**src/core/evm_pkg.sv**
```systemverilog
`default_nettype none
package evm_pkg;
    // ==========================================================
    // register selection and layout
    localparam int EVM_NUM_MON = 2;
    localparam logic [0:0] EVM_SEL_MON1 = 1'h0;
    localparam logic [0:0] EVM_SEL_MON2 = 1'h1;
    localparam int EVM_CFG_W = 4;
    localparam int EVM_BIT_OV_RST = 0;
    localparam int EVM_BIT_UV_RST = 1;
    localparam int EVM_BIT_UV_SAFE = 2;
    localparam int EVM_BIT_OV_SAFE = 3;
    localparam logic [3:0] EVM_CFG_RESET = 4'h0;
    localparam logic [3:0] EVM_RSVD_READ = 4'h0;
    // ==========================================================
    // sense input synchroniser depth
    localparam int EVM_SYNC_LEN = 3;
endpackage : evm_pkg
`default_nettype wire

```
**src/core/evm_mon_if.sv**
```systemverilog
`timescale 1ns/10ps
`default_nettype none
interface evm_mon_if;
    logic [3:0] cfg;
    logic over_evt;
    logic under_evt;
    logic safe_req;
    logic reset_req;
    modport ctl (output cfg, output over_evt, output under_evt, input safe_req, input reset_req);
    modport resp (input cfg, input over_evt, input under_evt, output safe_req, output reset_req);
endinterface : evm_mon_if
`default_nettype wire

```
**src/core/evm_mon_resp.sv**
```systemverilog
`timescale 1ns/10ps
`default_nettype none
module evm_mon_resp
    import evm_pkg::*;
(
    evm_mon_if.resp mon
);
    logic rst_hit;
    logic safe_hit;
    // ==========================================================
    // event to state-request decode
    always_comb begin
        rst_hit = (mon.over_evt & mon.cfg[EVM_BIT_OV_RST])
                | (mon.under_evt & mon.cfg[EVM_BIT_UV_RST]);
        safe_hit = (mon.over_evt & mon.cfg[EVM_BIT_OV_SAFE])
                 | (mon.under_evt & mon.cfg[EVM_BIT_UV_SAFE]);
    end
    // reset path wins, so a safe request never rides along with it
    assign mon.reset_req = rst_hit;
    assign mon.safe_req = safe_hit & ~rst_hit;
endmodule // evm_mon_resp
`default_nettype wire

```
**src/core/evm_top.sv**
```systemverilog
`timescale 1ns/10ps
`default_nettype none
module evm_top
    import evm_pkg::*;
(
    input wire logic clk,
    input wire logic reset,
    input wire logic [1:0] nvm_under_rst_default,
    input wire logic diag_state,
    input wire logic cfg_lock,
    input wire logic reg_wr,
    input wire logic reg_rd,
    input wire logic [0:0] reg_sel,
    input wire logic [7:0] reg_wdata,
    output logic [7:0] reg_rdata,
    output logic reg_wr_refused,
    input wire logic ext_sense_input_1_over,
    input wire logic ext_sense_input_1_under,
    input wire logic ext_sense_input_2_over,
    input wire logic ext_sense_input_2_under,
    output logic go_safe,
    output logic go_reset
);
    // ==========================================================
    // write permission
    function automatic logic wr_allowed(input logic diag, input logic lock);
        return diag & ~lock;
    endfunction

    // power-on value; only the under-to-reset enable comes from the factory bit
    function automatic logic [3:0] cfg_init(input logic nvm_bit);
        logic [3:0] v;
        v = EVM_CFG_RESET;
        v[EVM_BIT_UV_RST] = nvm_bit;
        return v;
    endfunction

    logic [3:0] cfg_q [EVM_NUM_MON];
    logic [3:0] cfg_d [EVM_NUM_MON];
    logic [7:0] rdata_q, rdata_d;
    logic refused_q, refused_d;
    logic safe_q, safe_d, rst_q, rst_d;
    logic [3:0] raw_in;
    logic [EVM_SYNC_LEN-1:0] sync_q [4];
    logic [EVM_SYNC_LEN-1:0] sync_d [4];
    logic [3:0] lvl_q, lvl_d, evt;
    logic [EVM_NUM_MON-1:0] safe_vec, rst_vec;

    assign raw_in = {ext_sense_input_2_under, ext_sense_input_2_over,
                     ext_sense_input_1_under, ext_sense_input_1_over};

    // ==========================================================
    // sense synchronisers: level moves only when stages 2 and 3 agree
    genvar gi;
    generate
        for (gi = 0; gi < 4; gi++) begin : g_sync
            // the comparators switch with no relation to clk, hence three stages
            always_comb begin
                sync_d[gi] = {sync_q[gi][EVM_SYNC_LEN-2:0], raw_in[gi]};
                lvl_d[gi] = (sync_q[gi][1] == sync_q[gi][2]) ? sync_q[gi][2] : lvl_q[gi];
            end
            // a fault counts once, on its rising edge; a held fault stays quiet
            assign evt[gi] = lvl_d[gi] & ~lvl_q[gi];
        end
    endgenerate

    // ==========================================================
    // per-monitor response decode
    generate
        for (gi = 0; gi < EVM_NUM_MON; gi++) begin : g_mon
            evm_mon_if mif ();
            assign mif.cfg = cfg_q[gi];
            assign mif.over_evt = evt[2*gi];
            assign mif.under_evt = evt[2*gi+1];
            assign safe_vec[gi] = mif.safe_req;
            assign rst_vec[gi] = mif.reset_req;
            evm_mon_resp u_resp (
                .mon(mif)
            );
        end
    endgenerate

    // ==========================================================
    // register next state
    always_comb begin
        cfg_d = cfg_q;
        refused_d = 1'b0;
        rdata_d = rdata_q;
        if (reg_wr) begin
            if (wr_allowed(diag_state, cfg_lock)) begin
                cfg_d[reg_sel] = reg_wdata[EVM_CFG_W-1:0];
            end else begin
                refused_d = 1'b1;
            end
        end
        if (reg_rd) begin
            rdata_d = {EVM_RSVD_READ, cfg_q[reg_sel]};
        end
        // one request per cycle, reset over safe across both monitors
        rst_d = |rst_vec;
        safe_d = (|safe_vec) & ~(|rst_vec);
    end

    // power-on reset only; entering the RESET state leaves these alone
    always_ff @(posedge clk) begin
        if (reset) begin
            for (int i = 0; i < EVM_NUM_MON; i++) begin
                cfg_q[i] <= cfg_init(nvm_under_rst_default[i]);
            end
            for (int i = 0; i < 4; i++) begin
                sync_q[i] <= '0;
            end
            rdata_q <= 8'h00;
            refused_q <= 1'b0;
            safe_q <= 1'b0;
            rst_q <= 1'b0;
            lvl_q <= 4'h0;
        end else begin
            cfg_q <= cfg_d;
            rdata_q <= rdata_d;
            refused_q <= refused_d;
            safe_q <= safe_d;
            rst_q <= rst_d;
            lvl_q <= lvl_d;
            sync_q <= sync_d;
        end
    end

    assign reg_rdata = rdata_q;
    assign reg_wr_refused = refused_q;
    assign go_safe = safe_q;
    assign go_reset = rst_q;

    // ==========================================================
    // checks
    logic ov1_l, uv1_l, ov2_l, uv2_l;
    assign ov1_l = lvl_q[0];
    assign uv1_l = lvl_q[1];
    assign ov2_l = lvl_q[2];
    assign uv2_l = lvl_q[3];

    // ==========================================================
    // request path: safe checks take one event alone, so no other input can mask it; reset checks need no such guard
    a_ov_safe_path: assert property (@(posedge clk) disable iff (reset)
        evt[0] && cfg_q[0] == 4'h8 && !evt[1] && !evt[2] && !evt[3] |=> go_safe && !go_reset)
        else $error("over event with safe enable gave no safe request");
    a_ov2_safe_path: assert property (@(posedge clk) disable iff (reset)
        evt[2] && cfg_q[1] == 4'h8 && !evt[0] && !evt[1] && !evt[3] |=> go_safe && !go_reset)
        else $error("monitor 2 over event with safe enable gave no safe request");
    a_uv_safe_path: assert property (@(posedge clk) disable iff (reset)
        evt[3] && cfg_q[1] == 4'h4 && !evt[0] && !evt[1] && !evt[2] |=> go_safe)
        else $error("under event with safe enable gave no safe request");
    a_uv_reset_path: assert property (@(posedge clk) disable iff (reset)
        evt[1] && cfg_q[0][EVM_BIT_UV_RST] |=> go_reset)
        else $error("under event with reset enable gave no reset request");
    a_uv2_reset_path: assert property (@(posedge clk) disable iff (reset)
        evt[3] && cfg_q[1][EVM_BIT_UV_RST] |=> go_reset)
        else $error("monitor 2 under event with reset enable gave no reset request");
    a_ov_reset_path: assert property (@(posedge clk) disable iff (reset)
        evt[2] && cfg_q[1][EVM_BIT_OV_RST] |=> go_reset)
        else $error("over event with reset enable gave no reset request");
    a_ov1_reset_path: assert property (@(posedge clk) disable iff (reset)
        evt[0] && cfg_q[0][EVM_BIT_OV_RST] |=> go_reset)
        else $error("monitor 1 over event with reset enable gave no reset request");
    a_reset_beats_safe: assert property (@(posedge clk) disable iff (reset)
        go_reset |-> !go_safe)
        else $error("safe and reset requested together");
    a_uv_priority: assert property (@(posedge clk) disable iff (reset)
        evt[3] && cfg_q[1][EVM_BIT_UV_RST] && cfg_q[1][EVM_BIT_UV_SAFE] |=> go_reset && !go_safe)
        else $error("under reset enable lost to safe enable");
    a_ov_priority: assert property (@(posedge clk) disable iff (reset)
        evt[0] && cfg_q[0][EVM_BIT_OV_RST] && cfg_q[0][EVM_BIT_OV_SAFE] |=> go_reset && !go_safe)
        else $error("over reset enable lost to safe enable");
    a_quiet_no_enable: assert property (@(posedge clk) disable iff (reset)
        cfg_q[0] == 4'h0 && cfg_q[1] == 4'h0 |=> !go_safe && !go_reset)
        else $error("transition without any enable");
    a_quiet_lone_event: assert property (@(posedge clk) disable iff (reset)
        evt[1] && cfg_q[0] == 4'h0 && !evt[0] && !evt[2] && !evt[3] |=> !go_safe && !go_reset)
        else $error("event without enable gave a request");

    // ==========================================================
    // register port: power-on value, write gating, read-back; then the sense filter stage agreement
    a_nvm_default: assert property (@(posedge clk)
        reset |=> cfg_q[0] == {2'h0, $past(nvm_under_rst_default[0]), 1'h0}
            && cfg_q[1] == {2'h0, $past(nvm_under_rst_default[1]), 1'h0})
        else $error("power-on value wrong");
    a_locked_hold: assert property (@(posedge clk) disable iff (reset)
        reg_wr && !wr_allowed(diag_state, cfg_lock) |=> cfg_q[1] == $past(cfg_q[1]) && reg_wr_refused)
        else $error("locked write changed monitor 2 config");
    a_mon1_locked_hold: assert property (@(posedge clk) disable iff (reset)
        reg_wr && !wr_allowed(diag_state, cfg_lock) |=> cfg_q[0] == $past(cfg_q[0]) && reg_wr_refused)
        else $error("locked write changed monitor 1 config");
    a_refused_cause: assert property (@(posedge clk) disable iff (reset)
        reg_wr_refused |-> $past(reg_wr) && !wr_allowed($past(diag_state), $past(cfg_lock)))
        else $error("refusal without a blocked write");
    a_write_lands: assert property (@(posedge clk) disable iff (reset)
        reg_wr && diag_state && !cfg_lock && reg_sel == EVM_SEL_MON1 |=> cfg_q[0] == $past(reg_wdata[3:0]))
        else $error("allowed write to monitor 1 not stored");
    a_mon2_write_lands: assert property (@(posedge clk) disable iff (reset)
        reg_wr && diag_state && !cfg_lock && reg_sel == EVM_SEL_MON2 |=> cfg_q[1] == $past(reg_wdata[3:0]))
        else $error("allowed write to monitor 2 not stored");
    a_rsvd_zero: assert property (@(posedge clk) disable iff (reset)
        reg_rdata[7:4] == 4'h0)
        else $error("reserved bits not zero");
    a_read_data: assert property (@(posedge clk) disable iff (reset)
        reg_rd && reg_sel == EVM_SEL_MON1 |=> reg_rdata == {4'h0, $past(cfg_q[0])})
        else $error("read of monitor 1 config returned wrong data");
    a_cfg_kept: assert property (@(posedge clk) disable iff (reset)
        !reg_wr |=> cfg_q[0] == $past(cfg_q[0]) && cfg_q[1] == $past(cfg_q[1]))
        else $error("config changed without a write");
    a_sense_filter: assert property (@(posedge clk) disable iff (reset)
        $rose(ov1_l) |-> $past(sync_q[0][2]) && $past(sync_q[0][1]))
        else $error("level moved without stage agreement");

    // ==========================================================
    // scenario covers
    c_safe_seen: cover property (@(posedge clk) disable iff (reset) go_safe);
    c_reset_seen: cover property (@(posedge clk) disable iff (reset) go_reset);
    c_refused_write: cover property (@(posedge clk) disable iff (reset) reg_wr_refused);
    c_under2_event: cover property (@(posedge clk) disable iff (reset) $rose(uv2_l) && !ov2_l && !uv1_l);
    c_uv_priority_hit: cover property (@(posedge clk) disable iff (reset)
        evt[1] && cfg_q[0][EVM_BIT_UV_RST] && cfg_q[0][EVM_BIT_UV_SAFE]);
endmodule // evm_top
`default_nettype wire

```
**config.mk**
```make
export PLATFORM = sky130hd
export DESIGN_NAME = evm_top
export DESIGN_NICKNAME = d
export VERILOG_FILES = /design/src/core/evm_pkg.sv /design/src/core/evm_mon_if.sv /design/src/core/evm_mon_resp.sv /design/src/core/evm_top.sv
export SDC_FILE = /design/constraint.sdc
export NUM_CORES = 1
export LEC_CHECK = 0
export BUFFER_PORTS_ARGS = -buffer_cell sky130_fd_sc_hd__buf_2
export CAP_MARGIN = 40
export CORE_ASPECT_RATIO = 1.75
export CORE_MARGIN = 2
export CORE_UTILIZATION = 35
export CTS_BUF_LIST = sky130_fd_sc_hd__clkbuf_8 sky130_fd_sc_hd__clkbuf_16
export DETAILED_ROUTE_END_ITERATION = 10
export PLACE_DENSITY = 0.67
export REMOVE_ABC_BUFFERS = 1
export SLEW_MARGIN = 20
export SYNTH_ARGS = -nofsm -noshare
export SYNTH_HDL_FRONTEND = slang
export SYNTH_SLANG_ARGS = --single-unit
```
**constraint.sdc**
```tcl
create_clock -name clk -period 1.3 [get_ports clk]
set_input_delay 0.13 -clock clk [delete_from_list [all_inputs] [get_ports clk]]
set_output_delay 0.13 -clock clk [all_outputs]
set_load 0.1 [all_outputs]
```
==> impl_metrics.ini, run 1 <==
[grt]
met3_usage_pct = 5.27
grt_pass1_wl_um = 3630
grt_overflow_total = 0
use_met2_pct = 21.8
grt_usage_pct = 12.8
grt_max_degree = 20
grt_pass1_vias = 824
grtUsageMet1_pct = 12.7
top_usage_layer = met2
antenna_found_initial = 0

[detailed_routing]
vias = 838
wl_per_cell_um = 11.5
routed_wl_um = 2160
drc = 0
drtIter0Drc = 3
ant_nets = 0
drt_pre_antenna_iters = 2
via_per_inst = 4.48

[worst_hold_path]
min_path_cells = 2
hold_start = ext_sense_input_2_over
min_to = sync_d[4]
hold_class = in -> reg

[worst_setup_path]
worstReg2RegStart = lvl_q[0]
cp_slowest_cell = buf_2
r2r-end = go_safe
crit_path_start_kind = flop
setup.worst_path.class = reg -> out
reg2reg_depth = 3
path_cells = buf_2
critPathMaxStageDelay_ns = 0.43
critical_path_arrival_ns = 1.05
reg2reg_slack_ns = 0.32
critical_path_buf_inv_count = 1
path_delay_family = buffers and inverters
required_ns = 1.17
cp_max_fo = 2
cp-end-kind = primary output

[power]
p_per_area_mw_per_mm2 = 1370
power_switching_uw = 530
ir_worst_vdd_mv = 0.643
clkPwrFrac_pct = 35.8
sw_frac_of_total_pct = 27.2
pwr-share-seq_pct = 52.2
p_leak_uw = 0.000615
p_comb_share_pct = 12.0
intPower_uw = 1420

[final_layout]
fin_util_pct = 42.6
multi_input_comb_area_um2 = 503
syn_to_final_growth_pct = 17.8
num-nets-final = 162
regArea_um2 = 641
antennaDiodeCount = 0
drive_above_1_share_pct = 23.2
final.fill_count = 335

[logic_synthesis]
synth_top_area_cell = dfxtp_1
synth-seq-cells = 31
synthXorXnorAreaFrac_pct = 0
synthTopCellsByArea = dfxtp_1 48%, mux2i_1 8.3%, nor2b_1 6.7%
synthSimpleGateAreaFrac_pct = 23.9
synth_compound_area_share_pct = 8.31
synthMuxAreaShare_pct = 8.31
synth_area_mm2 = 0.00120
post_synth_fa_ha_maj_area_fraction_pct = 0
synth_cells = 116
yosysSeqAreaShare_pct = 53.2
ys_warn_count = 0
synth_top_family_by_area = simple AND/OR/NAND/NOR gates
netlist.area_leader.share_pct = 48.2
synth_cell_types = 23
syn_avg_cell_area_um2 = 10.4

[clock_tree]
cts_resized = 0
ctsHtreeMaxLevel = 2
numClockSinks = 31
cts_tree = done
clk_latency_ns = 0.28
cts_root_buffer = clkbuf_8
clkTransAtPathRegs_ns = 0.06
cts_buffers = 5
cts_hold_buffers = 0
cts_buffer_depth = 2
cts_setup_buffers = 0

[outcome]
run_status = finished, final reports clean

[floorplanning]
die_w_um = 48.4
num_rows = 28
start_util_pct = 36.2
die_h_um = 81.6
io_pins = 32
die-area_mm2 = 0.00395
coreArea_mm2 = 0.00333

[placement]
preCtsSetupSlack_ns = 0.154
gp_congestion = 0.762
dp_hpwl_um = 1570
io_buffers = 23

[timing]
rsz0062_at_grt = no
post-route-min-period_ns = 1.18
hold_ws_ns = 0.0551
hold_violations = 0
fmax_ghz = 0.847
setup_viol = 0
drv_slew = 0
post-route-period-util_pct = 90.9
finalClockSkew_ns = 0.00643
fin_ws_ns = 0.119

[flow_run]
maxCapViolCount = 0
==> cells in the mapped netlist <==
cell type   n
a211oi_1    4
a21oi_1     4
a41o_1      1
buf_2       1
buf_4       4
buf_6       2
clkbuf_1    4
conb_1      1
dfxtp_1    29
edfxtp_1    2
mux2i_1    10
nand2_1     9
nand2b_1    2
nand4b_1    9
nor2_1     10
nor2b_1    13
nor3_1      1
nor3b_1     1
nor4bb_4    1
o21ai_0     4
o21ai_1     2
o21ba_1     1
or2_1       1
==> layout by cell type, fill, tap and decap left out, types with 2 or more instances in the layout <==
cell	netlist	layout
a21oi_1	4	4
nand2_1	9	9
conb_1	1	4
inv_1	0	2
edfxtp_1	2	2
a211oi_1	4	4
nand2b_1	2	2
buf_2	1	23
nor2b_1	13	13
mux2i_1	10	10
o21ai_0	4	4
nand4b_1	9	9
nor2_1	10	10
clkbuf_8	0	5
buf_4	4	3
o21ai_1	2	2
dfxtp_1	29	29
==> power groups by stage <==
stage / clock, uW / combinational, uW / sequential, uW
2_1_floorplan: 0 / 98.5 / 1100
3_3_place_gp: 0 / 232 / 1030
3_5_place_dp: 0 / 235 / 1040
4_1_cts: 719 / 235 / 1020
5_1_grt: 758 / 249 / 1020
6_report: 697 / 234 / 1020
==> through the flow <==
step           total power, uW  cell area (um^2)  setup TNS [ns]  instances
6_report                  1950              1420               0        187
5_1_grt                   2030              1420               0        187
4_1_cts                   1970              1420               0        187
3_5_place_dp              1270              1340               0        179
3_3_place_gp              1270              1340               0        179
2_1_floorplan             1200              1140         -0.0237        108
==> cell families (layout without fill, tap and decap cells) <==
family | count (synthesis) | in the layout
AOI/OAI and AO/OA | 16 | 16
buffers and inverters | 11 | 34
other | 1 | 4
DFF | 31 | 31
and+or+nand+nor | 47 | 47
muxes | 10 | 10
==> worst max-delay path by stage <==
| stage | start | endpoint | slack, ns | cells after the start |
|---|---|---|---|---|
| after floorplan | reg_rdata[0] | reg_rdata[0] | -0.02 | 2 |
| after global placement | cfg_lock | g_mon[1].mif.cfg[1] | 0.20 | 3 |
| after detailed placement | reg_sel | g_mon[0].mif.cfg[1] | 0.15 | 4 |
| after CTS | reg_rdata[1] | reg_rdata[1] | 0.10 | 1 |
| after global routing | reg_rdata[1] | reg_rdata[1] | 0.09 | 1 |
| final | reg_rdata[1] | reg_rdata[1] | 0.12 | 1 |
==> registers in the layout, summed over array words and instances (netlist names) <==
name	cells
g_mon.mif.cfg	8
go_reset	1
go_safe	1
lvl_q	4
reg_rdata	4
reg_wr_refused	1
sync_d	8
sync_q	4
==> layout make-up <==
| cell class | instances | area share, % |
|---|---|---|
| Sequential cell | 31 | 45.1 |
| Multi-Input combinational cell | 77 | 35.4 |
| Timing Repair Buffer | 26 | 9.70 |
| Clock buffer | 5 | 4.85 |
| Tap cell | 45 | 3.97 |
| Clock inverter | 3 | 0.882 |
==> metal layers <==
layer | routed length (um) | vias up
met5 | 0 | -
met4 | 65 | 0
met3 | 128 | 6
met2 | 1070 | 26
met1 | 894 | 368
li1 | - | 438
Note: power is estimated with default switching activity, not from simulation.
==> run 2: changes to the inputs <==
==> constraint.sdc (replaced) <==
create_clock -name clk -period 1.2 [get_ports clk]
set_input_delay 0.12 -clock clk [delete_from_list [all_inputs] [get_ports clk]]
set_output_delay 0.12 -clock clk [all_outputs]
set_load 0.1 [all_outputs]
==> run 2 against run 1 <==
Effect of this change:
- sequential share of layout area shrank 0.67 points
- worst setup slack lost 0.069 ns
- final cell count is the same
- combinational power grew 9.0%
- clock skew shrank 0.0026 ns
- first-iteration DRC count grew 100%
- critical path type unchanged
- critical endpoint is now reg_rdata[0]
- largest cell class unchanged
==> impl_metrics.ini, run 2 (synthesis gave the netlist of run 1 again) <==
[worst_setup_path]
cp-endpoint = reg_rdata[0]
path_delay_family = buffers and inverters
cp_slowest_cell = buf_2
startpoint = reg_rdata[0]
cp-end-kind = primary output
cp_max_fo = 2
crit_path_start_kind = flop
critical_path_buf_inv_count = 1
cp_num_cells = 1
worstReg2RegStart = lvl_q[0]
path_cells = buf_2
required_ns = 1.08
reg2reg_depth = 3
critical_path_arrival_ns = 1.03
r2r-end = go_safe
critPathMaxStageDelay_ns = 0.42
setup.worst_path.class = reg -> out
reg2reg_slack_ns = 0.20

[timing]
post-route-min-period_ns = 1.15
hold_violations = 0
rsz0062_at_grt = no
fmax_ghz = 0.869
fin_ws_ns = 0.0493
drv_slew = 0
post-route-period-util_pct = 95.9
finalClockSkew_ns = 0.00387
setup_viol = 0
hold_ws_ns = 0.0469

[power]
p_leak_uw = 0.000620
p_per_area_mw_per_mm2 = 1550
ir_worst_vdd_mv = 0.658

[floorplanning]
die_h_um = 81.6
start_util_pct = 36.2
num_rows = 28
die_w_um = 48.4
io_pins = 32
coreArea_mm2 = 0.00333
die-area_mm2 = 0.00395

[clock_tree]
cts_setup_buffers = 0
cts_buffer_depth = 2
clkTransAtPathRegs_ns = 0.06
clk_latency_ns = 0.28
cts_root_buffer = clkbuf_8
cts_buffers = 5
numClockSinks = 31
cts_resized = 0
ctsHtreeMaxLevel = 2
cts_tree = done
cts_hold_buffers = 0

[outcome]
run_status = finished, final reports clean

[detailed_routing]
vias = 856
via_per_inst = 4.58
routed_wl_um = 2230
drtIter0Drc = 6
wl_per_cell_um = 11.9
ant_nets = 0
drc = 0
drt_pre_antenna_iters = 3

[final_layout]
syn_to_final_growth_pct = 19.5
final.fill_count = 321
layout.cells.non_filler = 187
antennaDiodeCount = 0
num-nets-final = 162
drive_above_1_share_pct = 23.9
layout.cells.most_common = dfxtp_1
final_cell_mix = 29 x dfxtp_1, 22 x buf_2, 13 x nor2b_1, 10 x mux2i_1, 10 x nor2_1

[grt]
grt_overflow_total = 0
grt_max_degree = 22
antenna_found_initial = 0
grt_usage_pct = 12.5
grt_pass1_vias = 822
grt_pass1_wl_um = 3530

[flow_run]
maxCapViolCount = 0

[placement]
gp_congestion = 0.745
io_buffers = 23
dp_hpwl_um = 1590
placedCellCount = 179
preCtsSetupSlack_ns = 0.0792

[worst_hold_path]
hold_class = in -> reg
run 2: changes by cell type in the layout (fill, tap and decap cells not counted), sizes merged:
cell / before / now
clkbuf: 5 / 8
buf: 26 / 25
clkinv: 1 / 0
inv: 2 / 1
run 2: through the flow:
stage,TNS (ns),cell area (um^2),power (uW),utilization [%]
2_1_floorplan,-0.393,1140,1300,-
3_3_place_gp,0,1340,1370,40.2
3_5_place_dp,0,1340,1380,40.2
4_1_cts,0,1440,2270,43.2
5_1_grt,0,1440,2330,43.3
6_report,0,1440,2230,43.3
run 2: layout make-up:
class                   instances  area, um^2  share of cell area [%]
flip-flops and latches         31         641                    44.5
clock buffers                   7        96.3                    6.69
multi-input cells              77         503                    34.9
repair buffers                 26         140                    9.73
clock inverters                 1        3.75                   0.261
well taps                      45        56.3                    3.91
run 2: metal layers:
layer,wire length (um),GRT usage [%],up-vias,part of all wire [%]
met1,842,10.9,379,38
li1,-,-,443,-
met5,0,0,-,0
met2,1180,22.6,26,53
met4,62,8.57,0,2.8
met3,149,6.00,8,6.7
run 2: report_power, final:
| part | switching (uW) | internal [uW] | total [uW] |
|---|---|---|---|
| registers | 21.2 | 1080 | 1100 |
| logic | 187 | 67.7 | 255 |
| clock network | 364 | 514 | 877 |
| total | 572 | 1660 | 2230 |
run 2: worst min path at each step:
stage,startpoint,end,slack (ns),cells past startpoint
2_1_floorplan,reset,lvl_q[0],0.19,1
3_3_place_gp,ext_sense_input_2_under,sync_d[1],0.33,2
3_5_place_dp,ext_sense_input_1_under,sync_d[7],0.33,2
4_1_cts,ext_sense_input_1_under,sync_d[7],0.03,2
5_1_grt,ext_sense_input_1_over,sync_d[10],0.04,2
6_report,ext_sense_input_1_under,sync_d[7],0.05,2
